==> src/rtl/pfc_consts.vh <==
// Constants for the parallel flash command controller
`ifndef PFC_CONSTS_VH
`define PFC_CONSTS_VH
`define PFC_CLK_MHZ        25
`define PFC_ADDR_UNLOCK1   16'h5555
`define PFC_ADDR_UNLOCK2   16'h2AAA
`define PFC_ADDR_LOCKSTAT  16'h0002
`define PFC_ADDR_MANUF     16'h0000
`define PFC_ADDR_DEVICE    16'h0001
`define PFC_DATA_UNLOCK1   8'hAA
`define PFC_DATA_UNLOCK2   8'h55
`define PFC_DATA_SETUP     8'h80
`define PFC_DATA_CHIPERS   8'h10
`define PFC_DATA_MAINERS   8'h30
`define PFC_DATA_PROGRAM   8'hA0
`define PFC_DATA_LOCKOUT   8'h40
`define PFC_DATA_IDENTRY   8'h90
`define PFC_DATA_IDEXIT    8'hF0
`define PFC_OP_READ        3'h0
`define PFC_OP_PROGRAM     3'h1
`define PFC_OP_CHIPERS     3'h2
`define PFC_OP_MAINERS     3'h3
`define PFC_OP_LOCKOUT     3'h4
`define PFC_OP_IDENTRY     3'h5
`define PFC_OP_IDEXIT      3'h6
`define PFC_OP_IDEXIT1     3'h7
`define PFC_STROBE_NS      80
`define PFC_STROBE_CYC     ((`PFC_STROBE_NS * `PFC_CLK_MHZ + 999) / 1000)
`define PFC_POLL_LIMIT     32'h0FFFFFFF
`endif

==> src/rtl/pfc_bus_cycle.v <==
// One strobed bus cycle on the flash pins, write or read
`timescale 1ns/100ps
`include "pfc_consts.vh"
module pfc_bus_cycle (
   input  wire        clk_sys,
   input  wire        rst,
   input  wire        start,
   input  wire        is_write,
   input  wire [15:0] addr,
   input  wire [15:0] wdata,
   input  wire [15:0] data_bus_in,
   output reg  [15:0] rdata,
   output reg         done,
   output reg  [15:0] address_bus,
   output reg  [15:0] data_bus_out,
   output reg         data_bus_oe,
   output reg         chip_select_n,
   output reg         output_drive_n,
   output reg         write_strobe_n
);
   localparam S_IDLE = 2'd0;
   localparam S_SET  = 2'd1;
   localparam S_STRB = 2'd2;
   localparam S_HOLD = 2'd3;
   // Strobe length in cycles, cut to the counter width on purpose
   localparam [31:0] STROBE_CYC = `PFC_STROBE_CYC;
   reg [1:0] state_r;
   reg [3:0] cnt_r;
   reg       wr_r;

   // Address settles a cycle before the strobe; strobe held long enough
   // to pass the device noise filter; data held one cycle past release
   always @(posedge clk_sys) begin
      done <= 1'b0;
      if (rst) begin
         state_r        <= S_IDLE;
         cnt_r          <= 4'h0;
         wr_r           <= 1'b0;
         rdata          <= 16'h0000;
         address_bus    <= 16'h0000;
         data_bus_out   <= 16'h0000;
         data_bus_oe    <= 1'b0;
         chip_select_n  <= 1'b1;
         output_drive_n <= 1'b1;
         write_strobe_n <= 1'b1;
      end else begin
         case (state_r)
            S_IDLE: begin
               if (start) begin
                  address_bus   <= addr;
                  data_bus_out  <= wdata;
                  wr_r          <= is_write;
                  data_bus_oe   <= is_write;
                  chip_select_n <= 1'b0;
                  state_r       <= S_SET;
               end
            end
            S_SET: begin
               // Output drive stays high on writes to avoid inhibit
               if (wr_r)
                  write_strobe_n <= 1'b0; // RULE_21 RULE_11
               else
                  output_drive_n <= 1'b0;
               cnt_r   <= STROBE_CYC[3:0];
               state_r <= S_STRB;
            end
            S_STRB: begin
               if (cnt_r <= 4'h1) begin
                  if (!wr_r)
                     rdata <= data_bus_in;
                  write_strobe_n <= 1'b1; // RULE_22
                  output_drive_n <= 1'b1; // RULE_02
                  state_r        <= S_HOLD;
               end else
                  cnt_r <= cnt_r - 4'h1;
            end
            S_HOLD: begin
               chip_select_n <= 1'b1;
               data_bus_oe   <= 1'b0;
               done          <= 1'b1;
               state_r       <= S_IDLE;
            end
            default: state_r <= S_IDLE;
         endcase
      end
   end
endmodule // pfc_bus_cycle

==> src/rtl/pfc_flash_ctrl.v <==
// Host controller that sequences commands to a parallel 64K x 16 flash
`timescale 1ns/100ps
`include "pfc_consts.vh"
// Contract
// RULE_01: Device drives addressed word when selected, output enabled, no write.
// RULE_02: Device floats data when select or output enable high.
// RULE_03: Unlocked chip erase clears boot and main regions.
// RULE_04: Locked chip erase keeps boot region, clears main.
// RULE_05: Device returns to read after chip erase.
// RULE_06: Main erase sets every non-boot word to all ones.
// RULE_07: Main erase is six writes, last at 5555 with 30.
// RULE_08: Main erase starts after sixth strobe rise, self-timed.
// RULE_09: Program only clears bits; ones need an erase.
// RULE_10: Word program is four writes; device times the pulses.
// RULE_11: Address latched on later falling edge, data on earlier rise.
// RULE_12: Program completes within program_time_limit after last write.
// RULE_13: Boot region is 8K words starting at word zero.
// RULE_14: Lockout forbids boot changes forever; main still works.
// RULE_15: Host activates lockout by six defined command writes.
// RULE_16: In ID mode address 0002 bit 0 shows lockout state.
// RULE_17: Host issues ID exit after reading ID or lockout.
// RULE_18: Hardware and software ID give identical codes.
// RULE_19: During program, bit 7 reads inverted until done.
// RULE_20: Bit 6 toggles on successive reads while busy.
// RULE_21: No program cycle with output enable low or strobes high.
// RULE_22: Strobes shorter than noise threshold are ignored.
// RULE_23: Only data bits 7 to 0 carry the command byte.
// RULE_24: Top address bit is ignored in command decode.
// RULE_25: Either three-write or single-write ID exit is accepted.
// RULE_26: Host waits for completion by polling before next command.
module pfc_flash_ctrl (
   input  wire        clk_sys,
   input  wire        rst,
   input  wire        cmd_valid,
   input  wire [2:0]  cmd_op,
   input  wire [15:0] cmd_addr,
   input  wire [15:0] cmd_data,
   output wire        cmd_ready,
   output reg         rsp_valid,
   output reg  [15:0] rsp_data,
   output reg         rsp_timeout,
   output wire [15:0] address_bus,
   input  wire [15:0] data_bus_in,
   output wire [15:0] data_bus_out,
   output wire        data_bus_oe,
   output wire        chip_select_n,
   output wire        output_drive_n,
   output wire        write_strobe_n
);
   localparam S_IDLE  = 3'd0;
   localparam S_WRITE = 3'd1;
   localparam S_WWAIT = 3'd2;
   localparam S_POLL  = 3'd3;
   localparam S_PWAIT = 3'd4;
   localparam S_READ  = 3'd5;
   localparam S_RWAIT = 3'd6;

   reg [2:0]  state_r;
   reg [2:0]  op_r;
   reg [15:0] addr_r;
   reg [15:0] data_r;
   reg [2:0]  step_r;
   reg [2:0]  nsteps_r;
   reg        first_poll_r;
   reg        last6_r;
   reg [31:0] poll_cnt_r;
   reg        bc_start;
   reg        bc_write;
   reg [15:0] bc_addr;
   reg [15:0] bc_wdata;
   wire [15:0] bc_rdata;
   wire        bc_done;

   assign cmd_ready = (state_r == S_IDLE);

   // Final byte of a six-write erase or lockout sequence
   function [7:0] last_byte;
      input [2:0] op;
      begin
         case (op)
            `PFC_OP_CHIPERS: last_byte = `PFC_DATA_CHIPERS; // RULE_03
            `PFC_OP_MAINERS: last_byte = `PFC_DATA_MAINERS; // RULE_07
            default:         last_byte = `PFC_DATA_LOCKOUT; // RULE_15
         endcase
      end
   endfunction

   // Address and data of each write step; upper data byte sent as zero except in the program data word
   always @* begin
      bc_addr  = `PFC_ADDR_UNLOCK1;
      bc_wdata = 16'h0000; // RULE_23
      case (step_r)
         3'd0: bc_wdata[7:0] = (op_r == `PFC_OP_IDEXIT1) ?
                               `PFC_DATA_IDEXIT : `PFC_DATA_UNLOCK1;
         3'd1: begin
            bc_addr       = `PFC_ADDR_UNLOCK2;
            bc_wdata[7:0] = `PFC_DATA_UNLOCK2;
         end
         3'd2: begin
            case (op_r)
               `PFC_OP_PROGRAM: bc_wdata[7:0] = `PFC_DATA_PROGRAM; // RULE_10
               `PFC_OP_IDENTRY: bc_wdata[7:0] = `PFC_DATA_IDENTRY;
               `PFC_OP_IDEXIT:  bc_wdata[7:0] = `PFC_DATA_IDEXIT; // RULE_25
               default:         bc_wdata[7:0] = `PFC_DATA_SETUP;
            endcase
         end
         3'd3: begin
            if (op_r == `PFC_OP_PROGRAM) begin
               bc_addr  = addr_r; // Full word for program data
               bc_wdata = data_r;
            end else
               bc_wdata[7:0] = `PFC_DATA_UNLOCK1;
         end
         3'd4: begin
            bc_addr       = `PFC_ADDR_UNLOCK2;
            bc_wdata[7:0] = `PFC_DATA_UNLOCK2;
         end
         default: bc_wdata[7:0] = last_byte(op_r);
      endcase
      // The bus cycle takes the address one edge after start, when the
      // sequencer already waits, so the wait states must keep it too
      if (state_r == S_POLL || state_r == S_PWAIT ||
          state_r == S_READ || state_r == S_RWAIT)
         bc_addr = addr_r;
   end

   // Command sequencer: writes, then polls for completion where needed
   always @(posedge clk_sys) begin
      bc_start  <= 1'b0;
      rsp_valid <= 1'b0;
      if (rst) begin
         state_r      <= S_IDLE;
         op_r         <= `PFC_OP_READ;
         addr_r       <= 16'h0000;
         data_r       <= 16'h0000;
         step_r       <= 3'd0;
         nsteps_r     <= 3'd0;
         first_poll_r <= 1'b0;
         last6_r      <= 1'b0;
         poll_cnt_r   <= 32'h00000000;
         bc_write     <= 1'b0;
         rsp_data     <= 16'h0000;
         rsp_timeout  <= 1'b0;
      end else begin
         case (state_r)
            S_IDLE: begin
               if (cmd_valid) begin
                  op_r        <= cmd_op;
                  addr_r      <= cmd_addr;
                  data_r      <= cmd_data;
                  step_r      <= 3'd0;
                  rsp_timeout <= 1'b0;
                  case (cmd_op)
                     `PFC_OP_READ:    nsteps_r <= 3'd0;
                     `PFC_OP_PROGRAM: nsteps_r <= 3'd4;
                     `PFC_OP_IDENTRY: nsteps_r <= 3'd3;
                     `PFC_OP_IDEXIT:  nsteps_r <= 3'd3; // RULE_17
                     `PFC_OP_IDEXIT1: nsteps_r <= 3'd1; // RULE_17
                     default:         nsteps_r <= 3'd6;
                  endcase
                  state_r <= (cmd_op == `PFC_OP_READ) ? S_READ : S_WRITE;
               end
            end
            S_WRITE: begin
               bc_start <= 1'b1;
               bc_write <= 1'b1;
               state_r  <= S_WWAIT;
            end
            S_WWAIT: begin
               if (bc_done) begin
                  if (step_r == nsteps_r - 3'd1) begin
                     poll_cnt_r   <= 32'h00000000;
                     first_poll_r <= 1'b1;
                     // Busy only after program, erase or lockout
                     if (op_r == `PFC_OP_IDENTRY ||
                         op_r == `PFC_OP_IDEXIT  ||
                         op_r == `PFC_OP_IDEXIT1) begin
                        rsp_valid <= 1'b1;
                        state_r   <= S_IDLE;
                     end else
                        state_r <= S_POLL; // RULE_26
                  end else begin
                     step_r  <= step_r + 3'd1;
                     state_r <= S_WRITE;
                  end
               end
            end
            S_POLL: begin
               bc_start <= 1'b1;
               bc_write <= 1'b0;
               state_r  <= S_PWAIT;
            end
            S_PWAIT: begin
               if (bc_done) begin
                  first_poll_r <= 1'b0;
                  last6_r      <= bc_rdata[6];
                  poll_cnt_r   <= poll_cnt_r + 32'h00000001;
                  // Done once bit 6 stops toggling between two reads
                  if (!first_poll_r && bc_rdata[6] == last6_r) begin // RULE_20
                     rsp_data  <= bc_rdata;
                     rsp_valid <= 1'b1;
                     state_r   <= S_IDLE;
                  end else if (poll_cnt_r >= `PFC_POLL_LIMIT) begin // RULE_12
                     rsp_data    <= bc_rdata;
                     rsp_timeout <= 1'b1;
                     rsp_valid   <= 1'b1;
                     state_r     <= S_IDLE;
                  end else
                     state_r <= S_POLL;
               end
            end
            S_READ: begin
               bc_start <= 1'b1;
               bc_write <= 1'b0;
               state_r  <= S_RWAIT;
            end
            S_RWAIT: begin
               if (bc_done) begin
                  rsp_data  <= bc_rdata; // RULE_01
                  rsp_valid <= 1'b1;
                  state_r   <= S_IDLE;
               end
            end
            default: state_r <= S_IDLE;
         endcase
      end
   end

   // Pin-level strobe generator
   pfc_bus_cycle u_cycle (
      .clk_sys        (clk_sys),
      .rst            (rst),
      .start          (bc_start),
      .is_write       (bc_write),
      .addr           (bc_addr),
      .wdata          (bc_wdata),
      .data_bus_in    (data_bus_in),
      .rdata          (bc_rdata),
      .done           (bc_done),
      .address_bus    (address_bus),
      .data_bus_out   (data_bus_out),
      .data_bus_oe    (data_bus_oe),
      .chip_select_n  (chip_select_n),
      .output_drive_n (output_drive_n),
      .write_strobe_n (write_strobe_n)
   );
endmodule // pfc_flash_ctrl

==> config.mk <==
export PLATFORM = sky130hd
export DESIGN_NAME = pfc_flash_ctrl
export DESIGN_NICKNAME = d
export VERILOG_FILES = /design/src/rtl/pfc_bus_cycle.v /design/src/rtl/pfc_flash_ctrl.v
export VERILOG_INCLUDE_DIRS = /design/src /design/src/rtl
export SDC_FILE = /design/constraint.sdc
export NUM_CORES = 1
export LEC_CHECK = 0
export BUFFER_PORTS_ARGS = -buffer_cell sky130_fd_sc_hd__buf_2
export CAP_MARGIN = 15
export CORE_UTILIZATION = 50
export DETAILED_ROUTE_END_ITERATION = 16
export PLACE_DENSITY = 0.81
export SYNTH_ARGS = -nofsm -noshare
export SYNTH_HDL_FRONTEND = slang
export SYNTH_HIERARCHICAL = 1
export SYNTH_SLANG_ARGS = --single-unit
==> constraint.sdc <==
create_clock -name clk_sys -period 4.5 [get_ports clk_sys]
set_input_delay 0 -clock clk_sys [delete_from_list [all_inputs] [get_ports clk_sys]]
set_output_delay 0 -clock clk_sys [all_outputs]
set_load 0.01 [all_outputs]
==> impl_metrics.toml, run 1 <==
[run_status]
status = "finished, final reports clean"

[floorplan]
initial_core_util_pct = 51.9
placeableCoreArea_um2 = 14000
die_area_um2 = 15100
io_pins = 109
rows = 43
die_x_um = 123
dieHeight_um = 123

[layout]
fillers = 1132
area.sequential_um2 = 3160
area_growth_pct = 22.3
nets = 1089
multi_input_area_um2 = 3770
final_layout_size_suffix_gt1_share_pct = 16.7
final_cell_area_um2 = 8910

[grt]
grt_pass1_vias = 6155
antenna_found_initial = 1
grt_first_pass_wirelength_um = 29000
grt_overflow = 0
grt_max_degree = 93
grtUsageTotal_pct = 24.4

[synth]
syn_inst = 892
avgSynthCellArea_um2 = 8.17
synth.distinct_cells = 67
synth_top_area_share_pct = 43.4
ys_seq_area_share_pct = 43.4
yosysWarnings = 6
synth_area_leaders = "dfxtp_1 (43%), nand2_1 (11%), a21oi_1 (8.4%)"
ys_async_sr_fraction_pct = 0
synth_seq_cells = 158
yosys_most_used_dff = "dfxtp_1"
netlist_area_um2 = 7290
yosysTopAreaCell = "dfxtp_1"
synth_edf_count = 0
syn_nets = 960

[detailed_routing]
vias = 6713
drc = 0
wire_per_inst_um = 14.8
drt_first_pass_iters = 5
wirelength_um = 18000
drt_iter0_drc = 697
viasPerCell = 5.53
ant_nets = 0

[power_and_ir_drop]
finalPower_mw = 3.71
sequentialPowerShare_pct = 43.2
power.share.combinational_pct = 18.4
p_switching_mw = 1.14
swShare_pct = 30.7
p_int_mw = 2.57
p_clk_share_pct = 38.4
vdd_drop_max_mv = 0.312
power_density_nw_per_um2 = 416
p_leak_nw = 3.41

[critical_path]
rrSetupSlack_ps = 1720
r2r_end = "rsp_data[10]"
critPathKind = "reg2reg"
setup.worst_path.start = "poll_cnt_r[0]"
reg2regPathDepth = 6
critical_path.endpoint = "rsp_data[10]"
end_kind = "flop"
arrival_ps = 3130
r2r-start = "poll_cnt_r[0]"
cp_max_fo = 16
start_kind = "flop"
cp_data_required_time_ps = 4840

[place]
post_dp_cell_area_um2 = 7810
portBuffers = 108
hpwl_um = 11000
gp_congestion = 0.840

[min_path]
min_path_type = "in2reg"

[clocking]
clkSlewWorstSetupHoldPaths_ps = 70
cts.sinks = 158
cts.htree.levels = 4
cts_buffer_depth = 2
cts_tree = "yes"
cts_buffers = 17
clock_latency_ps = 430
cts-root-buf = "clkbuf_16"

[timing]
rsz0062_at_grt = "false"
hold-worst-slack_ps = 47.2
finalCritPeriodShare_pct = 61.9
setup_viol = 0
fin_setup_tns_ps = 0
fmax_mhz = 359
relSlewSlack_pct = 26.8
hold_violations = 0
finClkSkew_ps = 9.16
period_minus_slack_ps = 2780
slew_violations = 0
worst_pin_slew_ps = 1100

[flow_run]
cap_violations = 0
cell families (layout without fill, tap and decap cells):
family	after synthesis	after routing	synth area share, %
DFF	158	158	43.4
AOI/OAI and AO/OA	192	192	15.2
and+or+nand+nor	411	411	28.3
xor gates and xnor gates	26	26	3.33
buffers and inverters	72	214	4.84
adders and majority gates	14	14	2.40
other	0	1	0
muxes	19	19	2.61
metal layers:
metal  part of all wire [%]  wire, um  up-vias  GRT usage, %
met3                    5.4       975       43          4.51
met4                    3.2       585        0          11.9
met2                     48      8620      265          40.1
met5                      0         0        -             0
li1                       -         -     3324             -
met1                     43      7830     3081          30.5
repair_timing:
action | in CTS | in global routing
hold buffers | 51 | 0
setup buffers | 0 | 0
gates resized for setup | 0 | 0
hold endpoints to repair | 54 | 0
final cells by class:
cell class,count,area share [%]
clock buffers,18,4.93
multi-input cells,662,42.3
clock inverters,14,1.67
inverters,18,0.786
flip-flops and latches,158,35.5
diodes,1,0.0281
well taps,180,2.53
repair buffers,164,12.2
critical path, stage by stage (launching register included):
cell and delay, ps:
dfxtp_1 410, ha_1 310, nand4_1 220, nor4_2 340, a211o_2 220, and4b_1 870
mux2i_1 320
cell usage after synthesis, types with 8 or more instances:
cell	n
a21o_1	8
a21oi_1	123
and2_1	12
buf_2	10
clkbuf_1	35
dfxtp_1	158
ha_1	14
inv_1	17
mux2i_1	19
nand2_1	209
nand2b_1	39
nand3_1	17
nand4_1	10
nor2_1	36
nor2_2	11
nor3_1	11
nor4_1	11
o21a_1	10
o21ai_0	16
or4_1	8
xnor2_1	17
xor2_1	8
power by group through the flow:
stage / registers (mW) / clock network [mW] / logic (mW)
finish: 1.60 / 1.42 / 0.683
CTS: 1.60 / 1.43 / 0.672
global placement: 1.62 / 0 / 0.620
floorplan: 1.61 / 0 / 0.500
detailed placement: 1.63 / 0 / 0.634
global route: 1.62 / 1.51 / 0.756
registers in the layout (all words and copies together), names as in the netlist, 2 cells and up:
name                  count
u_cycle/state_r           2
addr_r                   16
data_r                   16
state_r                   3
rsp_data                 16
u_cycle/cnt_r             4
op_r                      3
poll_cnt_r               32
u_cycle/address_bus      16
nsteps_r                  3
u_cycle/data_bus_out     16
u_cycle/rdata            16
step_r                    3
per-stage QoR:
| step | instances | utilization [%] | worst slack [ps] |
|---|---|---|---|
| floorplan | 892 | - | 2450 |
| global placement | 1131 | 55.6 | 1880 |
| detailed placement | 1131 | 55.6 | 1790 |
| CTS | 1214 | 63.5 | 1710 |
| global route | 1215 | 63.5 | 1520 |
| finish | 1215 | 63.5 | 1720 |
cell usage in the layout (no fill, tap or decap), types with 3 or more instances in the layout:
master,netlist,routed
nor4_1,11,11
clkinv_4,0,4
nand3b_1,5,5
nor4_2,3,3
buf_4,1,6
o22ai_1,3,3
nor2_1,36,36
xor2_1,8,8
ha_1,14,14
buf_2,10,107
nand2b_1,39,39
inv_6,0,4
a21o_1,8,8
clkbuf_16,0,17
dlygate4sd3_1,0,51
nor3_1,11,11
and4_1,4,4
nor3b_1,3,3
o21ai_0,16,16
nand4_1,10,10
and2_1,12,12
nand2_1,209,209
o31ai_1,6,6
mux2i_1,19,19
or4_1,8,8
nand4b_1,3,3
o21ai_1,4,4
or3_1,7,7
nor2b_1,5,5
xnor2_1,17,17
a21oi_1,123,123
inv_1,17,17
nor2_2,11,11
nand3_1,17,17
o21a_1,10,10
dfxtp_1,158,158
a31oi_1,6,6
inv_8,0,3
worst min-delay path by stage:
| stage | cells after the start | start | to |
|---|---|---|---|
| 6_report | 2 | rst | bc_start |
| 5_1_grt | 2 | rst | state_r[2] |
| 4_1_cts | 2 | rst | u_cycle/data_bus_oe |
| 3_5_place_dp | 3 | cmd_data[15] | data_r[15] |
| 3_3_place_gp | 3 | cmd_addr[11] | addr_r[11] |
| 2_1_floorplan | 2 | cmd_addr[15] | addr_r[15] |
Note: power is estimated with default switching activity, not from simulation.
==> inputs of run 2 (changes only) <==
Clock period 4.5 ns to 2.85 ns, I/O delays scaled along.
==> run 2 against run 1 <==
Design area is 1.2% higher. Count of clock-buffer cells in the layout decreased by 1. Sequential power rose by 57%. Clock skew barely moved. Critical path type unchanged. Critical endpoint is now poll_cnt_r[27].
==> impl_metrics.toml, run 2 (same netlist as run 1, synthesis figures left out) <==
[run_status]
status = "finished, final reports clean"

[layout]
most-common-layout-cells = "nand2_1 (209), dfxtp_1 (158), a21oi_1 (123), buf_2 (107), dlygate4sd3_1 (51)"
layout_commonest_cell = "nand2_1"
multi_input_area_um2 = 3770
final_util_pct = 64.3
fillers = 1090
area_growth_pct = 23.8
regMostFlops = "poll_cnt_r"
nets = 1100
area.sequential_um2 = 3160
largest_reg_flops = 32
final_layout_size_suffix_gt1_share_pct = 17.6

[place]
gp_congestion = 0.876
hpwl_um = 11200
portBuffers = 108

[min_path]
min_path_type = "in2reg"
min_to = "u_cycle/rdata[3]"
whs_path_depth = 2
min_from = "rst"

[floorplan]
placeableCoreArea_um2 = 14000
rows = 43
dieHeight_um = 123
io_pins = 109
initial_core_util_pct = 51.9
die_area_um2 = 15100
die_x_um = 123

[grt]
grt_overflow = 0
grt_first_pass_wirelength_um = 28600
grt_pass1_vias = 6197
grt_max_degree = 49
grtUsageTotal_pct = 24.2
antenna_found_initial = 0

[timing]
fmax_mhz = 423
worst_pin_slew_ps = 597
period_minus_slack_ps = 2370
setup_viol = 0
relSlewSlack_pct = 60.0
slew_violations = 0
finClkSkew_ps = 9.14
rsz0062_at_grt = "false"
finalCritPeriodShare_pct = 83.0
fin_setup_tns_ps = 0
hold-worst-slack_ps = 44.3
hold_violations = 0

[critical_path]
end_kind = "flop"
cp_data_required_time_ps = 3200
start_kind = "flop"
crit_chain = "inv_1 > ha_1 > xor2_1 > a31o_2 > nand4_2 > or4_1 > a21oi_1"
slowest_stage = "or4_1"
critPathMaxStageDelay_ps = 520
r2r-start = "nsteps_r[0]"
cp_max_fo = 10
arrival_ps = 2720
r2r_end = "poll_cnt_r[27]"
reg2regPathDepth = 7
critPathKind = "reg2reg"
rrSetupSlack_ps = 480

[detailed_routing]
wire_per_inst_um = 14.6
wirelength_um = 17900
route.met3.wl_um = 1000
ant_nets = 0
met1Wirelength_um = 7660
routed.top_layer = "met4"
routed-wl-met2_um = 8770
drt_iter0_drc = 469
vias = 6716
drt_first_pass_iters = 5
viasPerCell = 5.48
drc = 0

[clocking]
ctsResizeCount = 0
clkSlewWorstSetupHoldPaths_ps = 60
cts.sinks = 158
clock_latency_ps = 430
cts_tree = "yes"
cts_buffers = 17
hold_buffers = 51
cts_buffer_depth = 2
cts.htree.levels = 4
cts_setup_buffers = 0
cts-root-buf = "clkbuf_16"

[power_and_ir_drop]
p_leak_nw = 3.47
power_density_nw_per_um2 = 658
vdd_drop_max_mv = 0.465

[flow_run]
cap_violations = 0
## run 2: changes by cell type in the layout (fill, tap and decap cells not counted), sizes merged
cell / before / now
buf: 113 / 124
bufinv: 1 / 2
clkbuf: 18 / 17
## run 2: worst max-delay path, delay by kind of cell, from the launching register on
family	cells	cell delay (ps)
xor+xnor	1	300
buf+inv	1	60
flops	1	370
fa+ha+maj	1	290
compound gates	2	560
simple gates	2	720
## run 2: worst max-delay path by stage
stage / startpoint / endpoint / slack, ps
2_1_floorplan: nsteps_r[0] / poll_cnt_r[29] / 800
3_3_place_gp: nsteps_r[0] / poll_cnt_r[31] / 620
3_5_place_dp: nsteps_r[0] / poll_cnt_r[26] / 530
4_1_cts: nsteps_r[0] / poll_cnt_r[27] / 490
5_1_grt: state_r[2] / poll_cnt_r[31] / 320
6_report: nsteps_r[0] / poll_cnt_r[27] / 480
## run 2: report_power, final
group | switching, mW | leakage, nW | internal, mW
Combinational | 0.672 | 1.90 | 0.435
Clock | 0.990 | 0.291 | 1.32
Sequential | 0.133 | 1.28 | 2.39
## run 2: metal layers
metal / GRT usage (%) / vias up
met5: 0 / -
met4: 11.2 / 0
met3: 5.58 / 46
met2: 40.6 / 228
met1: 29.3 / 3115
li1: - / 3327
## run 2: cell type report
| type | count | share of cell area [%] |
|---|---|---|
| Inverter | 18 | 0.776 |
| Antenna cell | 1 | 0.0277 |
| Clock inverter | 15 | 1.98 |
| Multi-Input combinational cell | 662 | 41.8 |
| Sequential cell | 158 | 35.0 |
| Clock buffer | 17 | 4.71 |
| Tap cell | 180 | 2.50 |
| Timing Repair Buffer | 175 | 13.1 |
## run 2: stage by stage
step	cells	instance area, um2	power [mW]	setup slack, ps
detailed placement	1142	7910	3.59	527
CTS	1225	9020	5.95	494
floorplan	892	7290	3.33	800
global placement	1142	7910	3.56	617
global route	1225	9020	6.23	320
finish	1226	9030	5.94	484
